`src/rtl/adc_conv_defs.svh`:
```
// Constants for the converter sequencing and timing block
// Operation
// - The sample window of a slot lasts its acquisition count plus one clock cycles.
// - Every slot keeps its own acquisition count, so window lengths can differ.
// - The analog value is frozen 5 ns rounded up to whole clock cycles before the window ends, one cycle at 25 ns.
// - Reading a result before the new one has latched gives the previous result.
// - The next window may start once the end-of-conversion interval has passed.
// - End-of-conversion interval is 11 at converter_clock_divider 0, then 21 rising by 5 to 86 at 15.
// - Result-latch delay follows the table: 13 at converter_clock_divider 0 through 91 at converter_clock_divider 15.
// - Converter_clock_divider n gives a clock ratio of 1 plus n/2, and setting 1 is invalid.
// - Early flag comes 1 cycle after the window, late flag after the interval.
// - With the late-position bit set the flag rises when the end-of-conversion interval ends.
// - With the late-position bit clear the flag rises one cycle after the window ends.
// - Slots on one trigger convert in turn, the first chosen by a round-robin pointer.
// - A select setting picks which slot's conversion end sets the flag.
`ifndef ADC_CONV_DEFS_SVH
`define ADC_CONV_DEFS_SVH
`define ADDR_CTRL_ONE     8'h00
`define ADDR_CTRL_TWO     8'h04
`define ADDR_TRIG         8'h08
`define ADDR_STATUS       8'h0C
`define ADDR_MASK         8'h10
`define ADDR_BUSY         8'h14
`define ADDR_ACQ_BASE     8'h40
`define ADDR_RES_BASE     8'h80
`define BIT_LATE_POS      4
`define BIT_SEL_LSB       0
`define BIT_DIV_LSB       0
`define HOLD_LEAD_NS      5
`define CLK_PERIOD_NS     25
`define ACQ_RESET         9'h000
`define DIV_RESET         4'h0
`define EOC_FIRST         7'h0B
`define EOC_BASE          7'h0B
`define EOC_STEP          7'h05
`define INT_EARLY         7'h01
`endif

```
`src/rtl/adc_conv_pkg.sv`:
```
// Types for the converter sequencing and timing block
package adc_conv_pkg;
    typedef enum logic [1:0] {
        ST_IDLE   = 2'b00,
        ST_SAMPLE = 2'b01,
        ST_CONV   = 2'b10
    } seq_state_t;
    typedef struct packed {
        logic        cyc;
        logic        stb;
        logic        we;
        logic [7:0]  adr;
        logic [3:0]  sel;
        logic [31:0] dat;
    } wb_req_t;
endpackage : adc_conv_pkg

```
`src/rtl/adc_conversion_timing.sv`:
```
// Converter slot sequencer, timing and register file
//
// Decided for this implementation: the Wishbone register port and the address map.
`timescale 1ns/10ps
`include "adc_conv_defs.svh"
module adc_conversion_timing #(
    parameter int SLOTS = 4,
    parameter int SW    = 2
) (
    // Clock and reset
    input  wire logic                   clk_i,
    input  wire logic                   rst_i,
    // Wishbone slave
    input  wire adc_conv_pkg::wb_req_t  wb_i,
    output logic [31:0]                 wb_dat_o,
    output logic                        wb_ack_o,
    // Converter core
    output logic                        sample_o,
    output logic                        hold_o,
    output logic [SW-1:0]               slot_o,
    input  wire logic [11:0]            core_data_i,
    // Interrupt
    output logic                        irq_o
);
    localparam int HOLD_CYC = (`HOLD_LEAD_NS + `CLK_PERIOD_NS - 1) / `CLK_PERIOD_NS;

    adc_conv_pkg::seq_state_t state_reg;
    logic [8:0]      acq_window_count [SLOTS];
    logic [11:0]     conversion_result_n [SLOTS];
    logic [SLOTS-1:0] pend_reg;
    logic [SW-1:0]   rr_reg;
    logic [SW-1:0]   cur_reg;
    logic [SW-1:0]   lat_slot_reg;
    logic [8:0]      cnt_reg;
    logic [6:0]      eoc_cnt_reg;
    logic [6:0]      lat_cnt_reg;
    logic            lat_busy_reg;
    logic [3:0]      converter_clock_divider;
    logic            flag_late_position;
    logic [SW-1:0]   done_flag_select;
    logic [1:0]      status_reg;
    logic [1:0]      mask_reg;
    logic            early_reg;
    logic [6:0]      early_cnt_reg;
    logic [SW-1:0]   early_slot_reg;

    // Late flag timer and next values
    logic            late_reg;
    logic [6:0]      late_cnt_reg;
    logic [SW-1:0]   late_slot_reg;
    logic [SLOTS-1:0] pend_next;
    logic [1:0]      status_next;
    logic [31:0]     rd_data_next;

    // Interval after the window per converter_clock_divider
    function automatic logic [6:0] eoc_len(input logic [3:0] d);
        eoc_len = (d == 4'h0) ? `EOC_FIRST : 7'(`EOC_BASE + `EOC_STEP * (d - 4'h2) + 7'h0A);
    endfunction : eoc_len
    // Latch delay per converter_clock_divider
    function automatic logic [6:0] lat_len(input logic [3:0] d);
        unique case (d)
            4'h0: lat_len = 7'h0D;
            4'h2: lat_len = 7'h17;
            4'h3: lat_len = 7'h1C;
            4'h4: lat_len = 7'h22;
            4'h5: lat_len = 7'h27;
            4'h6: lat_len = 7'h2C;
            4'h7: lat_len = 7'h31;
            4'h8: lat_len = 7'h37;
            4'h9: lat_len = 7'h3C;
            4'hA: lat_len = 7'h41;
            4'hB: lat_len = 7'h46;
            4'hC: lat_len = 7'h4C;
            4'hD: lat_len = 7'h51;
            4'hE: lat_len = 7'h56;
            4'hF: lat_len = 7'h5B;
            default: lat_len = 7'h0D;
        endcase
    endfunction : lat_len
    // Round-robin pick from pointer
    function automatic logic [SW-1:0] rr_pick(input logic [SLOTS-1:0] p,
                                              input logic [SW-1:0] ptr);
        logic [SW-1:0] idx;
        rr_pick = ptr;
        for (int k = SLOTS - 1; k >= 0; k--) begin
            idx = SW'((int'(ptr) + k) % SLOTS);
            if (p[idx]) begin
                rr_pick = idx;
            end
        end
    endfunction : rr_pick

    // Acquisition count register decode
    function automatic logic acq_hit(input logic [7:0] a, input int i);
        acq_hit = (a == 8'(`ADDR_ACQ_BASE + 4 * i));
    endfunction : acq_hit

    // Result register decode
    function automatic logic res_hit(input logic [7:0] a, input int i);
        res_hit = (a == 8'(`ADDR_RES_BASE + 4 * i));
    endfunction : res_hit

    wire logic bus_req = wb_i.cyc && wb_i.stb && !wb_ack_o;
    wire logic wr      = bus_req && wb_i.we && wb_i.sel[0];
    wire logic rd      = bus_req && !wb_i.we;
    wire logic win_end = (state_reg == adc_conv_pkg::ST_SAMPLE) && (cnt_reg == 9'h000);
    wire logic lat_fire = lat_busy_reg && (lat_cnt_reg == 7'h01);
    wire logic early_fire = early_reg && (early_cnt_reg == 7'h01);

    // Late flag fires at its interval end
    wire logic late_fire = late_reg && (late_cnt_reg == 7'h01);
    logic [SLOTS-1:0] trig_set;
    always_comb begin
        trig_set = '0;
        if (wr && wb_i.adr == `ADDR_TRIG) begin
            trig_set = wb_i.dat[SLOTS-1:0];
        end
    end

    // Slot chosen for the next window and whether it may start
    logic [SW-1:0] start_slot;
    logic          start_ok;
    always_comb begin
        start_slot = rr_pick(pend_reg, rr_reg);
        start_ok   = (state_reg == adc_conv_pkg::ST_IDLE) && (pend_reg != '0)
                   && (converter_clock_divider != 4'h1);
    end

    // Pending slots: triggers in, started slot out
    always_comb begin
        pend_next = pend_reg | trig_set;
        if (start_ok) begin
            pend_next = pend_next & ~(SLOTS'(1) << start_slot);
        end
    end

    // Sequencer
    always_ff @(posedge clk_i) begin
        if (rst_i) begin
            state_reg   <= adc_conv_pkg::ST_IDLE;
            pend_reg    <= '0;
            rr_reg      <= '0;
            cur_reg     <= '0;
            cnt_reg     <= '0;
            eoc_cnt_reg <= '0;
            sample_o    <= 1'b0;
            hold_o      <= 1'b0;
            slot_o      <= '0;
        end else begin
            pend_reg <= pend_next;
            unique case (state_reg)
                adc_conv_pkg::ST_IDLE: begin
                    if (start_ok) begin
                        cur_reg   <= start_slot;
                        slot_o    <= start_slot;
                        cnt_reg   <= acq_window_count[start_slot];
                        rr_reg    <= SW'((int'(start_slot) + 1) % SLOTS);
                        sample_o  <= 1'b1;
                        hold_o    <= acq_window_count[start_slot] < 9'(HOLD_CYC);
                        state_reg <= adc_conv_pkg::ST_SAMPLE;
                    end
                end
                adc_conv_pkg::ST_SAMPLE: begin
                    if (cnt_reg <= 9'(HOLD_CYC)) begin
                        hold_o <= 1'b1;
                    end
                    if (cnt_reg == 9'h000) begin
                        sample_o    <= 1'b0;
                        eoc_cnt_reg <= eoc_len(converter_clock_divider);
                        state_reg   <= adc_conv_pkg::ST_CONV;
                    end else begin
                        cnt_reg <= cnt_reg - 9'h001;
                    end
                end
                adc_conv_pkg::ST_CONV: begin
                    hold_o <= 1'b0;
                    if (eoc_cnt_reg <= 7'h01) begin
                        state_reg <= adc_conv_pkg::ST_IDLE;
                    end else begin
                        eoc_cnt_reg <= eoc_cnt_reg - 7'h01;
                    end
                end
                default: state_reg <= adc_conv_pkg::ST_IDLE;
            endcase
        end
    end

    // Result latch timing
    always_ff @(posedge clk_i) begin
        if (rst_i) begin
            lat_busy_reg <= 1'b0;
            lat_cnt_reg  <= '0;
            lat_slot_reg <= '0;
        end else if (win_end) begin
            lat_busy_reg <= 1'b1;
            lat_cnt_reg  <= lat_len(converter_clock_divider);
            lat_slot_reg <= cur_reg;
        end else if (lat_busy_reg) begin
            lat_cnt_reg <= lat_cnt_reg - 7'h01;
            if (lat_cnt_reg == 7'h01) begin
                lat_busy_reg <= 1'b0;
            end
        end
    end

    // Early flag timing
    always_ff @(posedge clk_i) begin
        if (rst_i) begin
            early_reg      <= 1'b0;
            early_cnt_reg  <= '0;
            early_slot_reg <= '0;
        end else if (win_end) begin
            early_reg      <= 1'b1;
            early_cnt_reg  <= `INT_EARLY;
            early_slot_reg <= cur_reg;
        end else begin
            early_reg <= 1'b0;
        end
    end

    // Late flag timing, one end-of-conversion interval after the window
    always_ff @(posedge clk_i) begin
        if (rst_i) begin
            late_reg      <= 1'b0;
            late_cnt_reg  <= '0;
            late_slot_reg <= '0;
        end else if (win_end) begin
            late_reg      <= 1'b1;
            late_cnt_reg  <= eoc_len(converter_clock_divider);
            late_slot_reg <= cur_reg;
        end else if (late_reg) begin
            late_cnt_reg <= late_cnt_reg - 7'h01;
            if (late_cnt_reg == 7'h01) begin
                late_reg <= 1'b0;
            end
        end
    end

    // Result registers
    for (genvar g = 0; g < SLOTS; g++) begin : g_res
        always_ff @(posedge clk_i) begin
            if (rst_i) begin
                conversion_result_n[g] <= 12'h000;
            end else if (lat_fire && lat_slot_reg == SW'(g)) begin
                conversion_result_n[g] <= core_data_i;
            end
        end
    end

    // Flag position and flag select
    always_ff @(posedge clk_i) begin
        if (rst_i) begin
            flag_late_position <= 1'b0;
            done_flag_select   <= '0;
        end else if (wr && wb_i.adr == `ADDR_CTRL_ONE) begin
            flag_late_position <= wb_i.dat[`BIT_LATE_POS];
            done_flag_select   <= wb_i.dat[`BIT_SEL_LSB +: SW];
        end
    end

    // Converter clock converter_clock_divider
    always_ff @(posedge clk_i) begin
        if (rst_i) begin
            converter_clock_divider <= `DIV_RESET;
        end else if (wr && wb_i.adr == `ADDR_CTRL_TWO) begin
            converter_clock_divider <= wb_i.dat[`BIT_DIV_LSB +: 4];
        end
    end

    // Interrupt mask
    always_ff @(posedge clk_i) begin
        if (rst_i) begin
            mask_reg <= '0;
        end else if (wr && wb_i.adr == `ADDR_MASK) begin
            mask_reg <= wb_i.dat[1:0];
        end
    end

    // Acquisition counts, one per slot
    for (genvar g = 0; g < SLOTS; g++) begin : g_acq
        always_ff @(posedge clk_i) begin
            if (rst_i) begin
                acq_window_count[g] <= `ACQ_RESET;
            end else if (wr && acq_hit(wb_i.adr, g) && wb_i.sel[1]) begin
                acq_window_count[g] <= wb_i.dat[8:0];
            end
        end
    end

    // Done flag source per position bit
    wire logic flag_ev = flag_late_position
                       ? (late_fire && late_slot_reg == done_flag_select)
                       : (early_fire && early_slot_reg == done_flag_select);

    // Sticky status: bit0 done flag, bit1 result latched; set beats read-clear
    always_comb begin
        status_next = status_reg;
        if (rd && wb_i.adr == `ADDR_STATUS) begin
            status_next = 2'b00;
        end
        status_next = status_next | {lat_fire, flag_ev};
    end

    // Status register
    always_ff @(posedge clk_i) begin
        if (rst_i) begin
            status_reg <= '0;
        end else begin
            status_reg <= status_next;
        end
    end

    // Level interrupt
    always_ff @(posedge clk_i) begin
        if (rst_i) begin
            irq_o <= 1'b0;
        end else begin
            irq_o <= |(status_reg & mask_reg);
        end
    end

    // Read data selection
    always_comb begin
        rd_data_next = '0;
        case (wb_i.adr)
            `ADDR_CTRL_ONE: rd_data_next = 32'({flag_late_position, 4'h0}) | 32'(done_flag_select);
            `ADDR_CTRL_TWO: rd_data_next = 32'(converter_clock_divider);
            `ADDR_STATUS:   rd_data_next = 32'(status_reg);
            `ADDR_MASK:     rd_data_next = 32'(mask_reg);
            `ADDR_BUSY:     rd_data_next = 32'({pend_reg, lat_busy_reg, state_reg});
            default:        rd_data_next = '0;
        endcase
        for (int i = 0; i < SLOTS; i++) begin
            if (acq_hit(wb_i.adr, i)) begin
                rd_data_next = 32'(acq_window_count[i]);
            end
            if (res_hit(wb_i.adr, i)) begin
                rd_data_next = 32'(conversion_result_n[i]);
            end
        end
    end

    // Bus answer, one cycle after the take edge
    always_ff @(posedge clk_i) begin
        if (rst_i) begin
            wb_ack_o <= 1'b0;
            wb_dat_o <= '0;
        end else begin
            wb_ack_o <= bus_req;
            wb_dat_o <= rd ? rd_data_next : 32'h0000_0000;
        end
    end
endmodule : adc_conversion_timing

```
`config.mk`:
```
export PLATFORM = sky130hd
export DESIGN_NAME = adc_conversion_timing
export DESIGN_NICKNAME = d
export VERILOG_FILES = /design/src/rtl/adc_conv_pkg.sv /design/src/rtl/adc_conversion_timing.sv
export VERILOG_INCLUDE_DIRS = /design/src /design/src/rtl
export SDC_FILE = /design/constraint.sdc
export NUM_CORES = 1
export LEC_CHECK = 0
export BUFFER_PORTS_ARGS = -buffer_cell sky130_fd_sc_hd__buf_2
export CORE_AREA = 5 5 103 177
export CTS_BUF_LIST = sky130_fd_sc_hd__clkbuf_8
export DETAILED_ROUTE_END_ITERATION = 10
export DIE_AREA = 0 0 108 182
export PLACE_DENSITY = 0.82
export SLEW_MARGIN = 20
export SYNTH_ARGS = -nofsm -noshare
export SYNTH_HDL_FRONTEND = slang
export SYNTH_SLANG_ARGS = --single-unit
```
`constraint.sdc`:
```
create_clock -name clk_i -period 3.6 [get_ports clk_i]
set_input_delay 0.36 -clock clk_i [delete_from_list [all_inputs] [get_ports clk_i]]
set_output_delay 0.36 -clock clk_i [all_outputs]
set_load 0.1 [all_outputs]
```
==> results.md, run 1 <==
Outcome:
- The flow ran to the end, and the final reports show no timing, DRC or antenna violations.

Placement:
- Port buffering added 53 buffers.
- The wire-length estimate of the detail-placed layout is approximately 18000 um.
- The placer congestion estimate is between 1 and 1.5.

Synthesis:
- The warning count from the yosys run is 0.
- The post-synthesis instance total is roughly 930.
- Counting distinct cell types in the post-synthesis netlist gives 72.
- The leading cell type by number of instances after synthesis is sky130_fd_sc_hd__and2_1.
- The prevailing post-synth register cell is sky130_fd_sc_hd__edfxtp_1.
- After synthesis, the cell types taking the most area are sky130_fd_sc_hd__edfxtp_1 (28%), sky130_fd_sc_hd__dfxtp_1 (18%), sky130_fd_sc_hd__and2_1 (6.3%).
- For this run, the register share of the synthesized area comes to 0.464.
- Counting instances in the post-synthesis netlist gives the leading cell types as sky130_fd_sc_hd__and2_1 (90), sky130_fd_sc_hd__nand2_1 (89), sky130_fd_sc_hd__edfxtp_1 (84), sky130_fd_sc_hd__dfxtp_1 (80), sky130_fd_sc_hd__nor2_1 (77).
- Counting flops with a built-in enable in the synthesized netlist gives 84.
- The synthesized design contains ~160 register bits.
- The cell taking the most area after synthesis is sky130_fd_sc_hd__edfxtp_1.
- The area share of the largest cell type after synthesis is 0.284.
- The mapped netlist covers ~8900 um2.
- The share of async-settable or async-resettable flops after synthesis is 0.
- A synthesized cell averages around 9.6 um2.

Clock network:
- The number of hold-repair buffers added at the cts stage is 0.
- The later pin in the worst-skew pair is clocked with a latency of about 0.48 ns.
- Once the clock tree was built, the resizer swapped 0 gates to a different size.
- In this run the deepest clock path goes through 2 buffers.
- After clock tree synthesis, the clock-pin slew on the worst setup and hold paths is about 0.09 ns.
- The CTS tree is yes.
- The buffer type at the clock tree root is sky130_fd_sc_hd__clkbuf_8.
- The number of CTS-inserted buffers is 17.
- Counting every sink on the clock net gives ~160.
- In this run the number of H-tree levels came out at 4.
- After clock tree synthesis, the setup repair step added 0 buffers.

Global route:
- The global router's overall resource usage is 0.253.
- The wire length of the first global-routing pass is around 38000 um.
- The largest net degree at the start of global routing is slightly above 40.
- The number of global-route vias before repair is about 7.2k.
- The initial antenna violation count is 1.
- The sum of overflow across all layers after global routing is 0.

Power and ir drop:
- VDD sags by at most ~0.31 mV.
- The sequential group share of total power is 0.479.
- Of the total power, combinational logic draws 0.216.
- Summed over all nets, the switching power comes to 1.50 mW.
- The leakage power summed over all cells is approximately 3.7 nW.
- The total power density per cell area is approximately 480 nW/um2.
- The internal power is about 3.2 mW.
- Of the total power, the share spent switching nets is 0.320.
- The share of total power dissipated in the clock network is 0.305.

Floorplanning:
- The die covers around 20000 um2.
- The I/O pin count is 99.
- After floorplanning, the core was sized to cover 16700 um2.
- For this configuration, the core starts out at a cell density of 0.531.
- The width of the chip is 108 um.
- From bottom edge to top edge, the die measures 182 um.
- The count of standard-cell rows is 63.

Flow run:
- Across the run, the number of max-cap violations was 0.

Timing:
- The pin slew with the least headroom to its limit is 0.960 ns.
- The count of pins over their slew limit is 0.
- Setup repair after global routing left no endpoint under its margin.
- The clock skew is between 0.015 and 0.02 ns.
- The final-report hold violation count came to 0.
- Timing would allow up to 334 MHz.
- The final critical-path share of the clock period is 0.831.
- The remaining max-slew budget at the tightest pin is 0.357.
- Setup violations remaining at the end of the flow were counted as 0.
- Counting I/O delays and the setup requirement, the final critical path takes 2.99 ns.
- The setup total negative slack is 0 ns.
- The worst slack on hold paths is approximately 0.2 ns.

Critical path:
- The worst setup path is launched from a flop.
- The reg-to-reg critical path startpoint is converter_clock_divider[1].
- Walking the worst path, the cells encountered are inv_1 -> ha_1 -> xnor2_1 -> fa_1 -> inv_1 -> ha_1 -> a31o_2 -> a31oi_1 -> xor2_1 -> nand2_1 -> nor2_1 -> o21ai_1 -> a21oi_1.
- The logic depth of the worst register-to-register path is 13.
- Along the worst path, the maximum fanout reaches 4.
- The worst setup path is captured at a flop.
- The worst register-to-register path ends at eoc_cnt_reg[6].
- The data arrival time of the critical path is 3.40 ns.
- The endpoint required time on the critical path is roughly 4 ns.
- The largest single stage delay on the critical path is approximately 0.47 ns.
- The setup path with the least slack is of type reg2reg.
- The standard cell with the maximum stage delay on the critical path is sky130_fd_sc_hd__fa_1.
- The internal reg-to-reg setup slack is approximately 0.61 ns.

Drt:
- The number of design rule violations left after detail routing is 0.
- After detailed routing, the average wire length per cell comes to 19.7 um.
- The number of vias per cell after detailed routing is ~5.9.
- For this block, the via count after detailed routing is a little over 7k.
- After the first detailed-routing iteration, the DRC count stood at 470.
- The detail route stage leaves a number of antenna-violating nets equal to 0.
- The total wire length after detailed routing is 24100 um.
- The first detailed-routing pass took 5 iterations.

Layout:
- At the end of the flow, the number of nets in the layout was 1075.
- The fraction of final layout cells sized beyond drive strength 1 is 0.134.
- The post-synthesis to final-layout area growth is 9.98%.
- In the final layout, the registers with the most flip-flops are conversion_result_n: 48 flops, acq_window_count: 36 flops, wb_dat_o: 12 flops.
- The number of antenna cells inserted is 0.
- conversion_result_n holds more flip-flops than any other register.
- The register with the most flip-flops in the layout has 48 of them.

Min path:
- The min-delay analysis places its worst path in the category in2reg.
- In this run the most critical hold path is launched from core_data_i[10].
- Along the worst hold path, the cell count comes to 2.
- The path with the worst hold slack has its endpoint at conversion_result_n[0][10].
==> stage by stage <==
| stage | cells | instance area, um2 | utilization | setup slack, ns | total power, mW |
|---|---|---|---|---|---|
| 2_1_floorplan | 948 | 8950 | - | 0.855 | 3.04 |
| 6_report | 1222 | 9760 | 0.584 | 0.607 | 4.68 |
| 5_1_grt | 1222 | 9760 | 0.584 | 0.328 | 4.90 |
| 4_1_cts | 1222 | 9760 | 0.584 | 0.607 | 4.68 |
| 3_5_place_dp | 1190 | 9350 | 0.559 | 0.643 | 3.28 |
| 3_3_place_gp | 1190 | 9350 | 0.559 | 0.691 | 3.25 |
==> area by class of cell <==
| class | instances | area [um2] |
|---|---|---|
| Clock inverter | 14 | 170 |
| Inverter | 32 | 128 |
| Multi-Input combinational cell | 688 | 4350 |
| Tap cell | 227 | 284 |
| Clock buffer | 18 | 248 |
| Sequential cell | 164 | 4120 |
| Fill cell | 1483 | 6950 |
| Timing Repair Buffer | 79 | 460 |
==> worst max path at each step <==
stage,end,from,cells after the start,slack [ns]
CTS,eoc_cnt_reg[6],converter_clock_divider[1],13,0.61
finish,eoc_cnt_reg[6],converter_clock_divider[1],13,0.61
global route,eoc_cnt_reg[6],converter_clock_divider[1],13,0.33
global placement,eoc_cnt_reg[6],converter_clock_divider[1],13,0.69
floorplan,flop,wb_ack_o,9,0.85
detailed placement,eoc_cnt_reg[6],converter_clock_divider[1],13,0.64
==> worst max-delay path: cells and delay by family, from the launching register on <==
kind                     cells  cell delay (ns)
AND/OR/NAND/NOR              2             0.22
XOR/XNOR                     2             0.47
buffers and inverters        2             0.20
adder cells (fa/ha/maj)      3             0.94
AO/OA/AOI/OAI                4             0.66
flip-flops                   1             0.44
==> power groups by stage <==
stage / Clock (mW) / Sequential, mW / Combinational, mW
after floorplan: 0 / 2.24 / 0.804
after detailed placement: 0 / 2.28 / 0.999
after global placement: 0 / 2.27 / 0.980
after CTS: 1.43 / 2.24 / 1.01
final: 1.43 / 2.24 / 1.01
after global routing: 1.52 / 2.26 / 1.12
==> kinds of logic (layout without fill, tap and decap cells) <==
group                      count (synthesis)  count (layout)  share of synthesized area
xor gates and xnor gates                  19              19                     0.0187
buffers and inverters                     96             143                     0.0541
AOI/OAI and AO/OA                        235             235                      0.171
other                                      1              20                   0.000422
muxes                                     32              32                     0.0410
adders and majority gates                 32              32                     0.0476
and+or+nand+nor                          350             350                      0.202
DFF                                      164             164                      0.464
==> routing by layer <==
metal | vias to the layer above | wire length, um | track usage
li1 | 3418 | - | -
met1 | 3368 | 8260 | 0.259
met2 | 321 | 12600 | 0.450
met3 | 121 | 1500 | 0.0555
met4 | 2 | 1720 | 0.167
met5 | - | 7 | 0
==> placed cells by master, fill, tap and decap left out, drive strengths merged, types with 9 or more instances in the layout <==
cell,netlist,routed
edfxtp,84,84
o21ai,53,53
and2,90,90
inv,32,40
nor4,9,9
nand3,14,14
clkbuf,28,18
buf,36,79
nor3,23,23
nor2,78,78
ha,29,29
nor2b,11,11
mux2i,24,24
a21oi,66,66
a22oi,18,18
nand2,90,90
a211oi,20,20
xnor2,15,15
o22ai,14,14
dfxtp,80,80
conb,1,20
Note: power is estimated with default switching activity, not from simulation.
==> run 2, diff against run 1 <==
Clock period 3.6 ns to 3.1 ns, I/O delays scaled along.
==> run 2 against run 1 <==
  * Routed wire length decreased by 0.17%
  * Non-clock buffer count grew 13
  * Register-to-register slack got worse by 0.39 ns
  * Critical path type unchanged
  * Power is 12% higher
  * Cell count grew 1.1%
  * First-iteration DRC count is 4.0% higher
  * Largest cell class unchanged
  * Clock skew down 0.0022 ns
  * Final area is 0.44% higher
  * Worst hold slack worse by 0.037 ns
==> results.md, run 2 (synthesis results as in run 1) <==
Outcome:
- The flow ran to the end, and the final reports show no timing, DRC or antenna violations.

Floorplanning:
- The count of standard-cell rows was 63 (unchanged).
- The I/O pin count is 99 (unchanged).
- The width of the chip is 108 um (unchanged).
- The placeable core region is 16700 um2 (unchanged).
- The floorplan die height was 182 um (unchanged).
- The initial core utilization is 0.531 (unchanged).
- The floorplan die area was 19700 um2 (unchanged).

Clock network:
- The number of H-tree levels is 4 (unchanged).
- The number of buffers added for setup after CTS is 0 (unchanged).
- The number of CTS-inserted buffers came to 17 (unchanged).
- The total number of clock tree sinks is 164 (unchanged).
- The post-CTS clock slew at the launch and capture registers of the worst setup and hold paths came to 0.10 ns (about the same).
- The clock latency reported for the late side of the worst-skew pair was 0.46 ns (-0.02 ns).
- The number of hold-repair buffers added at the cts stage is 0 (unchanged).
- The buffer type at the clock tree root is sky130_fd_sc_hd__clkbuf_8.
- The buffer levels on the longest clock path came to 2 (unchanged).
- The total of cells resized after clock tree synthesis is 0 (unchanged).
- The CTS tree is yes.

Power and ir drop:
- The relative contribution of combinational cells to total power is 0.226 (+0.010).
- The relative contribution of the clock network to total power was 0.279 (-0.026).
- The total power density per cell area is 536 nW/um2 (+12%).
- The internal power is 3.51 mW (+10%).
- The switching fraction of total power is 0.331 (+0.0114).
- The worst voltage drop across the vdd grid was 0.293 mV (-5.8%).
- The power spent charging and discharging nets came to 1.74 mW (+16%).
- The leakage power summed over all cells is 3.71 nW (+0.46%).
- The sequential group share of total power is 0.495 (+0.016).

Layout:
- The number of nets in the final layout is 1088 (+1.2%).
- The fraction of final layout cells sized beyond drive strength 1 was 0.141 (+0.00720).
- The library cell used most frequently in the layout, excluding fill and tap cells, is sky130_fd_sc_hd__and2_1.
- The utilization of the core after routing is 0.587 (+0.00255).
- The finished layout cell area is 9810 um2 (+0.44%).
- The library cells used most frequently in the layout, excluding fill and tap cells, are sky130_fd_sc_hd__and2_1 (90), sky130_fd_sc_hd__nand2_1 (89), sky130_fd_sc_hd__edfxtp_1 (84).
- The number of antenna cells inserted is 0 (unchanged).
- From synthesis to final layout, the design area changed by 10.5%.
- The largest registers in the layout are conversion_result_n: 48 flops, acq_window_count: 36 flops, wb_dat_o: 12 flops.
- The number of inserted filler cells in the final layout was 1468 (-1.0%).
- The register with the highest flop count is conversion_result_n.
- The number of flip-flops in the largest register is 48 (unchanged).

Drt:
- The number of iterations in the first detailed-routing pass came to 6 (+1).
- The wire length per cell is 19.4 um (-1.2%).
- The number of DRC violations after detailed-routing iteration 0 was 489 (+4.0%).
- The number of vias per cell after detailed routing is 5.90 (-0.26%).
- The final antenna-violating net count is 0 (unchanged).
- The overall via count from detail_route was 7288 (+0.80%).
- The total wire length after detailed routing came to 24000 um (-0.17%).
- The number of design rule violations left after detail routing is 0 (unchanged).

Critical path:
- The maximum fanout encountered on the critical timing path came to 4 (unchanged).
- The critical path startpoint is converter_clock_divider[1].
- The data arrival time of the critical path is 3.28 ns (-0.12 ns).
- The worst setup path is captured at a flop.
- The endpoint required time on the critical path came to 3.51 ns (-0.49 ns).
- The logic depth of the worst register-to-register path came to 13 (unchanged).
- The worst register-to-register path ends at eoc_cnt_reg[6].
- The critical path launch point type is a flop.
- The termination of the worst setup path is eoc_cnt_reg[6].
- The startpoint identified for the worst register-to-register timing path is converter_clock_divider[1].
- The internal reg-to-reg setup slack is 0.22 ns (-0.39 ns).
- The critical path class is reg2reg.

Min path:
- The type of the most critical hold path is in2reg.

Timing:
- The count of pins over their slew limit was 0 (unchanged).
- Setup repair after global routing left no endpoint under its margin.
- The pin slew with the least headroom to its limit is 0.825 ns (-0.135 ns).
- The final critical-path share of the clock period is 0.929 (+0.0971).
- The highest achievable clock rate is 347 MHz (+4.0%).
- The number of endpoints failing setup at the final stage was 0 (unchanged).
- The remaining max-slew budget at the tightest pin came to 0.445 (+0.0885).
- The setup total negative slack was 0 ns (unchanged).
- The clock period minus worst slack was 2.88 ns (-0.115 ns).
- The final-report hold violation count is 0 (unchanged).
- The clock skew was 0.0173 ns (-0.00217 ns).

Placement:
- The total placed instance area was 9440 um2 (+0.99%).
- The number of port buffers is 53 (unchanged).
- The detailed placer's ending HPWL is 18500 um (+2.5%).
- The placer congestion estimate is 0.971 (-3.2%).

Flow run:
- The number of max-capacitance violations reported was 0 (unchanged).

Global route:
- The sum of overflow across all layers after global routing is 0 (unchanged).
- The wire length of the first global-routing pass was 37500 um (-1.1%).
- The global router's overall resource usage is 0.249 (-0.00386).
- The number of global-route vias before repair is 7089 (-1.9%).
- The initial antenna violation count is 1 (unchanged).
- The largest net degree at the start of global routing is 31 (-24%).
-- run 2: cell types whose count changed in the layout (fill, tap and decap cells not counted), moves of 2 or more --
cell	delta
sky130_fd_sc_hd__buf_4	+13
sky130_fd_sc_hd__bufinv_16	-2
sky130_fd_sc_hd__clkinv_1	+2
sky130_fd_sc_hd__clkinvlp_4	+5
sky130_fd_sc_hd__inv_4	-5
-- run 2: worst min path at each step --
| stage | from | to | slack (ns) | depth (start not counted) |
|---|---|---|---|---|
| after floorplan | flop | lat_cnt_reg[1] | 0.42 | 2 |
| after global placement | flop | lat_cnt_reg[1] | 0.42 | 2 |
| after detailed placement | flop | lat_cnt_reg[1] | 0.43 | 2 |
| after CTS | core_data_i[10] | conversion_result_n[1][10] | 0.15 | 2 |
| after global routing | core_data_i[10] | conversion_result_n[2][10] | 0.15 | 2 |
| final | core_data_i[10] | conversion_result_n[3][10] | 0.16 | 2 |
-- run 2: metrics by stage --
stage,hold WS (ns),worst slack (ns),cells,total power [mW]
3_3_place_gp,0.421,0.300,1203,3.79
4_1_cts,0.149,0.212,1235,5.26
5_1_grt,0.149,0.0440,1235,5.53
6_report,0.164,0.221,1235,5.25
3_5_place_dp,0.430,0.249,1203,3.83
2_1_floorplan,0.417,0.355,948,3.53
-- run 2: metal layers --
metal | global-route usage | up-vias | part of all wire
met2 | 0.445 | 327 | 0.53
met1 | 0.257 | 3423 | 0.34
met5 | 0 | - | 0
li1 | - | 3440 | -
met4 | 0.160 | 0 | 0.070
met3 | 0.0516 | 98 | 0.063
-- run 2: worst max-delay path, cell delays in order, from the launching register on --
cell and delay (ns):
sky130_fd_sc_hd__dfxtp_1 0.34, sky130_fd_sc_hd__inv_1 0.09, sky130_fd_sc_hd__ha_1 0.22, sky130_fd_sc_hd__xnor2_1 0.31, sky130_fd_sc_hd__fa_1 0.49, sky130_fd_sc_hd__inv_1 0.07, sky130_fd_sc_hd__ha_1 0.26, sky130_fd_sc_hd__a31o_2 0.28
sky130_fd_sc_hd__a31oi_1 0.19, sky130_fd_sc_hd__xor2_1 0.16, sky130_fd_sc_hd__nand2_1 0.12, sky130_fd_sc_hd__nor2_1 0.11, sky130_fd_sc_hd__o21ai_1 0.07, sky130_fd_sc_hd__a21oi_1 0.12
-- run 2: power groups by stage --
stage               clock, mW  combinational, mW  sequential [mW]
floorplan                   0              0.933             2.60
global placement            0               1.15             2.64
detailed placement          0               1.18             2.65
CTS                      1.48               1.19             2.60
global route             1.58               1.32             2.62
finish                   1.46               1.19             2.60
-- run 2: layout make-up --
type	count	area [um2]	share of cell area
Tap cell	227	284	0.0290
Timing Repair Buffer	92	558	0.0569
Inverter	32	128	0.0130
Sequential cell	164	4120	0.421
Clock inverter	15	134	0.0137
Multi-Input combinational cell	688	4350	0.443
Clock buffer	17	234	0.0239
